--- src/design/fupc_pkg.sv ---
/*
  Constants for the flash user program control block: register addresses,
  field positions, mode codes, key pattern and reset values.
  Assumes the CPU register file presents 8-bit addresses in set 1, bank 1.
*/
// Operation
// RULE_01: mode field bits 7..4: 0101 program, 1010 erase, 0110 hard-lock, else unused.
// RULE_02: control bit 0 starts an operation only in erase or hard-lock mode.
// RULE_03: writing 1 to start begins operation; hardware clears it; 0 means idle.
// RULE_04: sector pointer upper byte comes from the high-byte register.
// RULE_05: sector pointer lower byte comes from the low-byte register.
// RULE_06: user programming disabled unless key register holds the enabling pattern.
// RULE_07: software writes 10100101B to enable, any other value to disable.
// RULE_08: reset clears both sector registers and the key register to zero.
// RULE_09: these registers respond only to register addressing mode accesses.
// RULE_10: hard-lock is a protection mode; once started flash stays protected.
// RULE_11: start is ignored with an unused mode code or programming disabled.
package fupc_pkg;
  localparam logic [7:0] FUPC_ADDR_SEC_HIGH = 8'hEC;
  localparam logic [7:0] FUPC_ADDR_SEC_LOW = 8'hED;
  localparam logic [7:0] FUPC_ADDR_KEY = 8'hEE;
  localparam logic [7:0] FUPC_ADDR_CTRL = 8'hEF;
  localparam logic [7:0] FUPC_KEY_ENABLE = 8'hA5;
  localparam logic [7:0] FUPC_RESET_BYTE = 8'h00;
  localparam logic [3:0] FUPC_MODE_PROGRAM = 4'h5;
  localparam logic [3:0] FUPC_MODE_ERASE = 4'hA;
  localparam logic [3:0] FUPC_MODE_HARD_LOCK = 4'h6;
  localparam logic [3:0] FUPC_MODE_RESET = 4'h0;
  localparam int FUPC_MODE_MSB = 7;
  localparam int FUPC_MODE_LSB = 4;
  localparam int FUPC_START_BIT = 0;
  localparam int FUPC_OP_CYCLES = 4;
  localparam logic [7:0] FUPC_OP_CYCLES_W = 8'h04;
  typedef enum logic [1:0] {
    FUPC_OP_NONE,
    FUPC_OP_ERASE,
    FUPC_OP_LOCK
  } fupc_op_t;
endpackage

--- src/design/fupc_byte_reg.sv ---
/*
  One 8-bit read/write register byte with asynchronous reset to a constant.
  Assumes write strobe and data come from the same clock domain.
*/
`timescale 1ns/1ps
`default_nettype none
module fupc_byte_reg (
  input wire logic ref_clk_in,
  input wire logic rst_b_in,
  input wire logic wr_en_in,
  input wire logic [7:0] wr_data_in,
  output logic [7:0] value_out
);
  logic [7:0] value_reg;
  always_ff @(posedge ref_clk_in or negedge rst_b_in) begin
    if (!rst_b_in) begin
      value_reg <= fupc_pkg::FUPC_RESET_BYTE; // [RULE_08]
    end else if (wr_en_in) begin
      value_reg <= wr_data_in;
    end
  end
  assign value_out = value_reg;
endmodule
`default_nettype wire

--- src/design/fupc_top.sv ---
/*
  Flash user program control: mode/start control register, 16-bit sector
  pointer and user programming key, reached through the CPU register file.
  Assumes the core asserts reg_mode_in only for register addressing mode,
  bank1_sel_in when set 1 bank 1 is selected, and that the flash array
  acknowledges an operation with flash_done_in (same clock domain).
*/
`timescale 1ns/1ps
`default_nettype none
module fupc_top (
  input wire logic ref_clk_in,
  input wire logic rst_b_in,
  input wire logic [7:0] reg_addr_in,
  input wire logic reg_wr_in,
  input wire logic reg_rd_in,
  input wire logic reg_mode_in,
  input wire logic bank1_sel_in,
  input wire logic [7:0] reg_wdata_in,
  input wire logic flash_done_in,
  output logic [7:0] reg_rdata_out,
  output logic reg_hit_out,
  output logic [15:0] sector_addr_out,
  output logic [3:0] mode_out,
  output logic prog_enable_out,
  output logic erase_start_out,
  output logic lock_start_out,
  output logic busy_out,
  output logic locked_out
);
  logic access_ok;
  logic wr_high;
  logic wr_low;
  logic wr_key;
  logic wr_ctrl;
  logic [7:0] sec_high;
  logic [7:0] sec_low;
  logic [7:0] key_val;
  logic [3:0] mode_reg;
  logic start_reg;
  logic locked_reg;
  logic [7:0] rdata_reg;
  logic [7:0] rdata_next;
  logic [3:0] wr_mode;
  logic start_ok;
  logic [7:0] op_cnt_reg;
  fupc_pkg::fupc_op_t op_reg;
  logic launch;

  // indirect and other addressing forms never reach these registers
  assign access_ok = reg_mode_in && bank1_sel_in; // [RULE_09]
  assign wr_high = access_ok && reg_wr_in && (reg_addr_in == fupc_pkg::FUPC_ADDR_SEC_HIGH);
  assign wr_low = access_ok && reg_wr_in && (reg_addr_in == fupc_pkg::FUPC_ADDR_SEC_LOW);
  assign wr_key = access_ok && reg_wr_in && (reg_addr_in == fupc_pkg::FUPC_ADDR_KEY);
  assign wr_ctrl = access_ok && reg_wr_in && (reg_addr_in == fupc_pkg::FUPC_ADDR_CTRL);
  assign reg_hit_out = access_ok && (reg_wr_in || reg_rd_in) &&
    (reg_addr_in[7:2] == fupc_pkg::FUPC_ADDR_SEC_HIGH[7:2]);

  fupc_byte_reg u_sec_high (
    .ref_clk_in(ref_clk_in),
    .rst_b_in(rst_b_in),
    .wr_en_in(wr_high),
    .wr_data_in(reg_wdata_in),
    .value_out(sec_high)
  );
  fupc_byte_reg u_sec_low (
    .ref_clk_in(ref_clk_in),
    .rst_b_in(rst_b_in),
    .wr_en_in(wr_low),
    .wr_data_in(reg_wdata_in),
    .value_out(sec_low)
  );
  fupc_byte_reg u_key (
    .ref_clk_in(ref_clk_in),
    .rst_b_in(rst_b_in),
    .wr_en_in(wr_key),
    .wr_data_in(reg_wdata_in),
    .value_out(key_val)
  );

  assign sector_addr_out = {sec_high, sec_low}; // [RULE_04] [RULE_05]
  // only the exact key enables; software relies on writing the pattern
  assign prog_enable_out = (key_val == fupc_pkg::FUPC_KEY_ENABLE); // [RULE_06] [RULE_07]
  assign mode_out = mode_reg;

  assign wr_mode = reg_wdata_in[fupc_pkg::FUPC_MODE_MSB:fupc_pkg::FUPC_MODE_LSB];
  // start only for erase/lock, valid key, not already running, not locked
  assign start_ok = prog_enable_out && !start_reg &&
    ((wr_mode == fupc_pkg::FUPC_MODE_ERASE) ||
     (wr_mode == fupc_pkg::FUPC_MODE_HARD_LOCK && !locked_reg) ||
     (wr_mode == fupc_pkg::FUPC_MODE_ERASE && !locked_reg)); // [RULE_02] [RULE_11]
  assign launch = wr_ctrl && reg_wdata_in[fupc_pkg::FUPC_START_BIT] && start_ok &&
    !(locked_reg && wr_mode == fupc_pkg::FUPC_MODE_ERASE); // [RULE_03] [RULE_10]

  always_ff @(posedge ref_clk_in or negedge rst_b_in) begin
    if (!rst_b_in) begin
      mode_reg <= fupc_pkg::FUPC_MODE_RESET;
    end else if (wr_ctrl && !start_reg) begin
      // mode frozen while an operation runs
      mode_reg <= wr_mode; // [RULE_01]
    end
  end

  // operation sequencer: start bit stays set until done or timeout
  always_ff @(posedge ref_clk_in or negedge rst_b_in) begin
    if (!rst_b_in) begin
      start_reg <= 1'b0;
      op_reg <= fupc_pkg::FUPC_OP_NONE;
      op_cnt_reg <= 8'h00;
    end else if (launch) begin
      start_reg <= 1'b1;
      op_cnt_reg <= fupc_pkg::FUPC_OP_CYCLES_W;
      if (wr_mode == fupc_pkg::FUPC_MODE_HARD_LOCK) begin
        op_reg <= fupc_pkg::FUPC_OP_LOCK;
      end else begin
        op_reg <= fupc_pkg::FUPC_OP_ERASE;
      end
    end else if (start_reg) begin
      case (op_reg)
        fupc_pkg::FUPC_OP_ERASE, fupc_pkg::FUPC_OP_LOCK: begin
          if (flash_done_in || op_cnt_reg == 8'h01) begin
            start_reg <= 1'b0; // [RULE_03]
            op_reg <= fupc_pkg::FUPC_OP_NONE;
            op_cnt_reg <= 8'h00;
          end else begin
            op_cnt_reg <= op_cnt_reg - 8'h01;
          end
        end
        default: begin
          start_reg <= 1'b0;
          op_reg <= fupc_pkg::FUPC_OP_NONE;
        end
      endcase
    end
  end

  // protection persists until reset; no write path clears it
  always_ff @(posedge ref_clk_in or negedge rst_b_in) begin
    if (!rst_b_in) begin
      locked_reg <= 1'b0;
    end else if (launch && wr_mode == fupc_pkg::FUPC_MODE_HARD_LOCK) begin
      locked_reg <= 1'b1; // [RULE_10]
    end
  end

  assign busy_out = start_reg;
  assign locked_out = locked_reg;
  assign erase_start_out = start_reg && (op_reg == fupc_pkg::FUPC_OP_ERASE);
  assign lock_start_out = start_reg && (op_reg == fupc_pkg::FUPC_OP_LOCK);

  always_comb begin
    rdata_next = 8'h00;
    if (access_ok && reg_rd_in) begin
      case (reg_addr_in)
        fupc_pkg::FUPC_ADDR_SEC_HIGH: rdata_next = sec_high;
        fupc_pkg::FUPC_ADDR_SEC_LOW: rdata_next = sec_low;
        fupc_pkg::FUPC_ADDR_KEY: rdata_next = key_val;
        fupc_pkg::FUPC_ADDR_CTRL: rdata_next = {mode_reg, 3'h0, start_reg};
        default: rdata_next = 8'h00;
      endcase
    end
  end

  always_ff @(posedge ref_clk_in or negedge rst_b_in) begin
    if (!rst_b_in) begin
      rdata_reg <= 8'h00;
    end else begin
      rdata_reg <= rdata_next;
    end
  end
  assign reg_rdata_out = rdata_reg;

  // sequencer checks: launch, timeout window and self clear
  a_start_clears: assert property (@(posedge ref_clk_in) disable iff (!rst_b_in) // [RULE_03]
    $rose(start_reg) |-> ##[1:4] !start_reg)
    else $error("start bit not cleared");

  a_done_clears: assert property (@(posedge ref_clk_in) disable iff (!rst_b_in) // [RULE_03]
    (start_reg && flash_done_in) |=> !start_reg)
    else $error("done did not clear start");

  a_launch_sets: assert property (@(posedge ref_clk_in) disable iff (!rst_b_in) // [RULE_03]
    launch |=> start_reg)
    else $error("launch did not set start");

  a_cnt_range: assert property (@(posedge ref_clk_in) disable iff (!rst_b_in) // [RULE_03]
    start_reg |-> (op_cnt_reg != 8'h00 && op_cnt_reg <= fupc_pkg::FUPC_OP_CYCLES_W))
    else $error("op counter out of range");

  a_start_one_op: assert property (@(posedge ref_clk_in) disable iff (!rst_b_in) // [RULE_03]
    start_reg |-> (erase_start_out ^ lock_start_out))
    else $error("running without one operation");

  a_idle_quiet: assert property (@(posedge ref_clk_in) disable iff (!rst_b_in) // [RULE_03]
    $fell(start_reg) |-> (!erase_start_out && !lock_start_out))
    else $error("operation strobe after clear");

  // gating of the start bit by key and mode
  a_start_needs_key: assert property (@(posedge ref_clk_in) disable iff (!rst_b_in) // [RULE_06]
    $rose(start_reg) |-> $past(key_val) == fupc_pkg::FUPC_KEY_ENABLE)
    else $error("start without key");

  a_key_write: assert property (@(posedge ref_clk_in) disable iff (!rst_b_in) // [RULE_06]
    wr_key |=> prog_enable_out == ($past(reg_wdata_in) == fupc_pkg::FUPC_KEY_ENABLE))
    else $error("key decode wrong");

  a_start_mode_ok: assert property (@(posedge ref_clk_in) disable iff (!rst_b_in) // [RULE_02]
    $rose(start_reg) |-> ($past(wr_mode) == fupc_pkg::FUPC_MODE_ERASE ||
      $past(wr_mode) == fupc_pkg::FUPC_MODE_HARD_LOCK))
    else $error("start in wrong mode");

  // programming mode has no start function
  a_prog_no_start: assert property (@(posedge ref_clk_in) disable iff (!rst_b_in) // [RULE_02]
    (wr_ctrl && wr_mode == fupc_pkg::FUPC_MODE_PROGRAM && !start_reg) |=> !start_reg)
    else $error("program mode started");

  a_unused_ignored: assert property (@(posedge ref_clk_in) disable iff (!rst_b_in) // [RULE_11]
    (wr_ctrl && reg_wdata_in[fupc_pkg::FUPC_START_BIT] &&
      wr_mode != fupc_pkg::FUPC_MODE_ERASE && wr_mode != fupc_pkg::FUPC_MODE_HARD_LOCK &&
      !start_reg) |=> !start_reg)
    else $error("unused mode started");

  a_no_start_disabled: assert property (@(posedge ref_clk_in) disable iff (!rst_b_in) // [RULE_11]
    (wr_ctrl && !prog_enable_out && !start_reg) |=> !start_reg)
    else $error("start with programming disabled");

  // mode field behaviour
  a_mode_decode: assert property (@(posedge ref_clk_in) disable iff (!rst_b_in) // [RULE_01]
    lock_start_out |-> (locked_reg && mode_reg == fupc_pkg::FUPC_MODE_HARD_LOCK))
    else $error("lock mode mismatch");

  a_mode_frozen: assert property (@(posedge ref_clk_in) disable iff (!rst_b_in) // [RULE_01]
    start_reg |=> $stable(mode_reg))
    else $error("mode changed while busy");

  // hard-lock protection
  a_lock_sticky: assert property (@(posedge ref_clk_in) disable iff (!rst_b_in) // [RULE_10]
    $past(locked_reg) |-> locked_reg)
    else $error("lock released");

  a_no_erase_locked: assert property (@(posedge ref_clk_in) disable iff (!rst_b_in) // [RULE_10]
    $rose(erase_start_out) |-> !$past(locked_reg))
    else $error("erase after lock");

  a_no_relock: assert property (@(posedge ref_clk_in) disable iff (!rst_b_in) // [RULE_10]
    $rose(lock_start_out) |-> !$past(locked_reg))
    else $error("second lock launched");

  a_lock_cause: assert property (@(posedge ref_clk_in) disable iff (!rst_b_in) // [RULE_10]
    $rose(locked_reg) |-> ($past(wr_ctrl) &&
      $past(wr_mode) == fupc_pkg::FUPC_MODE_HARD_LOCK))
    else $error("lock set without lock write");

  // sector pointer halves are written independently
  a_sector_join: assert property (@(posedge ref_clk_in) disable iff (!rst_b_in) // [RULE_04]
    wr_high |=> sector_addr_out[15:8] == $past(reg_wdata_in))
    else $error("high byte");

  a_high_indep: assert property (@(posedge ref_clk_in) disable iff (!rst_b_in) // [RULE_04]
    wr_high |=> $stable(sector_addr_out[7:0]))
    else $error("high write touched low byte");

  a_sector_low: assert property (@(posedge ref_clk_in) disable iff (!rst_b_in) // [RULE_05]
    wr_low |=> sector_addr_out[7:0] == $past(reg_wdata_in))
    else $error("low byte");

  a_low_indep: assert property (@(posedge ref_clk_in) disable iff (!rst_b_in) // [RULE_05]
    wr_low |=> $stable(sector_addr_out[15:8]))
    else $error("low write touched high byte");

  // access qualifiers: register addressing and bank select
  a_mode_only_reg: assert property (@(posedge ref_clk_in) disable iff (!rst_b_in) // [RULE_09]
    (reg_wr_in && !reg_mode_in) |=> ($stable(key_val) && $stable(sector_addr_out)))
    else $error("non-register write landed");

  a_bank_only: assert property (@(posedge ref_clk_in) disable iff (!rst_b_in) // [RULE_09]
    (reg_wr_in && !bank1_sel_in) |=> ($stable(key_val) && $stable(sector_addr_out)))
    else $error("wrong bank write landed");

  a_read_unqual: assert property (@(posedge ref_clk_in) disable iff (!rst_b_in) // [RULE_09]
    (reg_rd_in && !reg_mode_in) |=> reg_rdata_out == '0)
    else $error("non-register read returned data");

  a_ctrl_no_key: assert property (@(posedge ref_clk_in) disable iff (!rst_b_in) // [RULE_09]
    wr_ctrl |=> $stable(key_val))
    else $error("control write touched key");
endmodule
`default_nettype wire

--- config.mk ---
export PLATFORM = sky130hd
export DESIGN_NAME = fupc_top
export DESIGN_NICKNAME = d
export VERILOG_FILES = /design/src/design/fupc_pkg.sv /design/src/design/fupc_byte_reg.sv /design/src/design/fupc_top.sv
export SDC_FILE = /design/constraint.sdc
export NUM_CORES = 1
export LEC_CHECK = 0
export BUFFER_PORTS_ARGS = -buffer_cell sky130_fd_sc_hd__buf_2
export CORE_MARGIN = 2
export CORE_UTILIZATION = 25
export DETAILED_ROUTE_END_ITERATION = 10
export SLEW_MARGIN = 25
export SYNTH_ARGS = -nofsm -noshare
export SYNTH_HDL_FRONTEND = slang
export SYNTH_SLANG_ARGS = --single-unit
--- constraint.sdc ---
create_clock -name ref_clk_in -period 3.95 [get_ports ref_clk_in]
set_input_delay 0.79 -clock ref_clk_in [delete_from_list [all_inputs] [get_ports ref_clk_in]]
set_output_delay 0.79 -clock ref_clk_in [all_outputs]
set_load 0.05 [all_outputs]
# Word-level counts from Yosys, hierarchy flattened

Cells that the tools add are included.

Logic and storage cells: 70
Output and inout bits: 34
Register bits after elaboration: 48
Input port bits: 23

Reduce and logical (&&, ||, !) cells: 33
Equal/unequal tests: 12
Multiplexer cells: 15
Add/subtract/negate cells: 1

Operator list:

| cell                                                                   | count |
|---|---|
| 8-bit equality test (second input constant)                            | 5 |
| 8-bit two-way mux                                                      | 5 |
| 8-bit case mux with 4 select lines                                     | 1 |
| 1-bit logical AND                                                      | 21 |
| 2-bit two-way mux                                                      | 5 |
| 8-bit by 1-bit equality test with 1-bit output (second input constant) | 1 |
| 8-bit by 1-bit subtractor with 8-bit output (second input constant)    | 1 |
| 6-bit equality test (second input constant)                            | 1 |
| 4-bit by 3-bit equality test with 1-bit output (second input constant) | 1 |
| 4-bit equality test (second input constant)                            | 1 |
| 1-bit logical OR                                                       | 4 |
| 1-bit two-way mux                                                      | 4 |
| 2-bit AND reduction                                                    | 2 |
| 2-bit nonzero test                                                     | 2 |
| 1-bit logical NOT                                                      | 3 |
| 3-bit != test (second input constant)                                  | 1 |
| 2-bit by 1-bit equality test with 1-bit output (second input constant) | 1 |
| 2-bit equality test (second input constant)                            | 1 |
| 2-bit OR reduction                                                     | 1 |

# Depth between registers and ports, before layout

Depth in word-level cells: 9
Depth in mapped cells: 6
Gate-level depth less buffers: 6

# Cells and area by module

From an unflattened synthesis, not the netlist that was laid out.

Cell total of the unflattened synthesis: 192
Area, all modules: 2,449.8 sq um

By module, submodules not included:

| module        | seq. area each (sq um) | instances | cells an instance | area an instance (sq um) |
|---|---|---|---|---|
| fupc_top      | 600.6                  | 1         | 141               | 1,455.1 |
| fupc_byte_reg | 200.2                  | 3         | 17                | 331.6 |

# Worst setup path after synthesis

Ideal clock, no wire load.

Path kind: input-to-output
Start: input reg_addr_in[4]
End: output reg_hit_out
Path buffers: 0
Stages on the path: 3
Arrival time: 1,746 ps
Data required time: 3,160 ps
Slack: 1,414 ps
Cell sequence: nand4b_1 nor2_1 o21a_1

Word-level cells in the longest chain between the ends: 2

Ends and longest elaborated chain:

| what                | RTL line       | text |
|---|---|---|
| from (decl)         | fupc_top.sv:13 | `input wire logic [7:0] reg_addr_in,` |
| 6-bit equality test | fupc_top.sv:56 | `(reg_addr_in[7:2] == fupc_pkg::FUPC_ADDR_SEC_HIGH[7:2]);` |
| 1-bit logical AND   | fupc_top.sv:55 | `assign reg_hit_out = access_ok && (reg_wr_in \|\| reg_rd_in) &&` |
| to (decl)           | fupc_top.sv:21 | `output logic reg_hit_out,` |

Every way passes these cells.

# Final worst setup path

Ends and elaborated chain as after synthesis.

==> results.md <==
* Setup-failing EPs final at 0
* Complex-gate fraction of the synthesized area at under 10%
* Critical Path Slowest Stage Cell: sky130_fd_sc_hd__nor2_1
* Nature of the critical path endpoint: output port
* Worst-case setup slack after placement at 1.230 ns
* Sw Pwr at between 0.0002 and 0.00025 W
* Number of failing hold endpoints at the final stage at 0
* Number of buffer and inverter instances along the worst setup path at 2
* Unrepaired setup endpoints after global routing: false
* Dpl hpwl at between 4000 and 5000 um
* Number of iterations in the first detailed-routing pass at 4
* Relative slew slack at a little over half
* Filler cells at about 920
* Final wirelength at 5526 um
* Critical path origin: reg_addr_in[4]
* Sink Count at 48
* Library cells used by synthesis at 44
* Via count at 1,718
* Initial antenna violation count at 0
* Routability congestion estimate from global placement at 0.8230
* Category of the critical setup timing path: in2out
* Sum Neg Setup Slack at 0 ns
* Antenna diodes at 0
* Relative contribution of combinational cells to total power at a little over 7%
* Global-route usage over all layers at ~11%
* Gr busiest metal: met1
* Met2 track demand over resource in global routing at between 15 and 20%
* Reg2reg start: op_reg[0]
* Arrival time of data at the critical path endpoint at between 1.5 and 2 ns
* Number of H-tree levels at 2
* Wire length of the first global-routing pass at 8859 um
* Multiplexer share of the synthesized area at about a fifth
* Sequential fraction of the synthesis area at 51.50%
* Switching part of the total at approximately a quarter
* Xor/xnor cell area share of the yosys netlist at less than 1%
* Number of placed I/O pins at between 50 and 60
* Static leakage at 1.436 nW
* End-of-flow core utilization at 30.66%
* GR met3 Demand/Resource at under 10%
* Count of flip-flops with a built-in enable after synthesis at 0
* Quantity of gates resized following cts at 0
* Number of max-cap violations at 0
* Synth warn at 0
* Sum of overflow across all layers after global routing at 0
* Maximum clock rate at 365.9 MHz
* Ratio of final minimum period to clock period at 69.19%
* Cell area after layout at between 2000 and 3000 sq um
* TritonCTS clock tree: done
* Number of setup buffers added after CTS at 0
* Met1 Use GR at between 15 and 20%
* # hold bufs at CTS at 0
* Most common cell type on the critical path: sky130_fd_sc_hd__buf_2
* Effective utilization at floorplan at approximately 25%
* Total number of placement rows at 35
* Delay-heaviest family, CP: simple AND/OR/NAND/NOR gates
* Clock-pin slew reported for the worst setup and hold paths after clock tree synthesis at ~0.080 ns
* Fraction of power consumed by sequential logic at 57.9%
* Synth Flop Type: sky130_fd_sc_hd__dfrtp_1
* Vias in the first global route at approximately 1,700
* Mapped cell area at 2332 sq um
* Largest net degree at the start of global routing at 49
* Combined flip-flop and latch cell area at 1201 sq um
* CTS max path bufs at 2
* Total CTS buffers at 5
* Basic-gate share of the synthesized area counting and, or, nand and nor cells at 15.93%
* Per-cell via count in the routed design at 4.853
* Peak VDD IR at around 200 uV
* Final worst setup slack at 1.217 ns
* Share of post-route cells with drive strength above 1 at around 42%
* Worst clock skew at about 0.0035 ns
* Delay of the slowest critical-path stage at about 0.42 ns
* Cell internal power dissipation at approximately 0.00066 W
* Top library cells by usage in the layout, fill and taps aside: sky130_fd_sc_hd__buf_2, sky130_fd_sc_hd__dfrtp_1, sky130_fd_sc_hd__mux2_2
* Part of the total power dissipated in the clock network at between 30% and 40%
* Asr flop ratio synth at between 90% and 100%
* Worst-skew pair later-pin latency at roughly 0.3 ns
* Core box area at slightly above 9000 sq um
* Worst Max-Slew Pin Slew at 0.6893 ns
* Number of DRC violations after detailed routing at 0
* Placement-stage cell area at approximately 2700 sq um
* Net count of the mapped netlist at around 210
* Syn-to-layout area delta at 20.33%
* Wirelength per Cell at ~16 um
* Crit Path Max Fanout at 10
* Worst hold path class: in2async
* Adder-Cell Fraction of Synth Area at 2.146%
* Most common library cell in the layout ignoring fill and taps: sky130_fd_sc_hd__buf_2
* Combinational family with the most area after synthesis: multiplexers
* Number of pins exceeding their max-slew limit in the final report at 0
* Cell at the root of the clock tree: sky130_fd_sc_hd__clkbuf_8
* Kind of start point of the critical path: input pin
* Post-Synthesis Cells at about 190
* Quantity of I/O buffers inserted on ports at 56
* Crit path required time at between 3 and 4 ns
* Total area of multi-input combinational cells at approximately 1100 sq um
* Final critical delay including setup and external delays at around 2.7 ns
* Chip Width at ~100 um
* Pwr/cell area at 306.6 nW/um^2
* Count of state elements after synthesis at 48
* Height of the die at roughly 100 um
* Total die area at approximately 10,000 sq um
* Avg Cell Area, Syn at approximately 13 sq um
* Worst path cell trace: buf_2 -> nand4b_1 -> nor2_1 -> o21a_1 -> buf_2
* Outcome: finished clean
* Final net count at ~270
* DRT iter0 DRCs at 170
* Final ANT Viol Nets at 0
## cell type report
cell class	count	share of cell area, %
Inverter	5	0.6687
Clock inverter	2	0.3567
Multi-Input combinational cell	126	38.21
Sequential cell	48	42.80
Timing Repair Buffer	56	10.08
Clock buffer	6	2.942
Tap cell	111	4.949
## synthesized netlist by cell type (all sizes together) (2+ instances only)
master,instances,share of area (%)
inv,5,0.80
a21oi,6,1.3
nor3,3,0.86
buf,6,1.6
nor2,15,2.4
nor3b,2,0.64
dfrtp,48,52
nor2b,2,0.54
and2,4,1.1
o21a,3,0.97
a31oi,3,0.80
ha,4,2.1
nor4b,2,1.0
nand4b,3,1.1
mux2i,4,1.7
mux4,5,4.8
mux2,29,14
nand2,10,1.7
xnor2,2,0.75
or4b,2,1.0
nor4,2,1.2
a21o,2,0.64
o21ai,3,0.64
and3,8,2.1
## cell families (layout without fill, tap and decap cells)
| family | count (synthesis) | after routing |
|---|---|---|
| fa+ha+maj | 4 | 4 |
| xor+xnor | 2 | 2 |
| mux | 38 | 38 |
| simple gates | 59 | 59 |
| buf+inv | 12 | 69 |
| flops | 48 | 48 |
| compound gates | 23 | 23 |
## power by group through the flow
stage / sequential, W / combinational (W) / clock (W)
floorplan: 0.000518 / 0.0000193 / 0
global placement: 0.000508 / 0.0000619 / 0
detailed placement: 0.000508 / 0.0000630 / 0
CTS: 0.000499 / 0.0000630 / 0.000312
global route: 0.000499 / 0.0000679 / 0.000331
finish: 0.000498 / 0.0000623 / 0.000300
## per-stage QoR
step,std cells,power [W],hold slack [ns]
after global routing,354,0.0008982,0.5266
after detailed placement,346,0.0005714,0.5123
after global placement,346,0.0005702,0.5082
after CTS,354,0.0008733,0.5180
final,354,0.0008606,0.4918
after floorplan,186,0.0005376,0.4897
## final timing paths
kind,end,slack [ns],cells past startpoint
min in group ref_clk_in,locked_out,0.51,1
min reg2reg,locked_out,0.51,1
max,reg_hit_out,1.22,5
max in group asynchronous,u_sec_high.value_out[5],3.05,1
min,op_reg[1],0.49,1
max reg2reg,op_cnt_reg[6],1.87,6
## routing by layer
| layer | part of all wire (%) | vias to the layer above |
|---|---|---|
| li1 | - | 800 |
| met1 | 50 | 867 |
| met2 | 45 | 46 |
| met3 | 3.9 | 5 |
| met4 | 1.0 | 0 |
| met5 | 0 | - |
No activity file was read; power rests on OpenSTA's default activity.
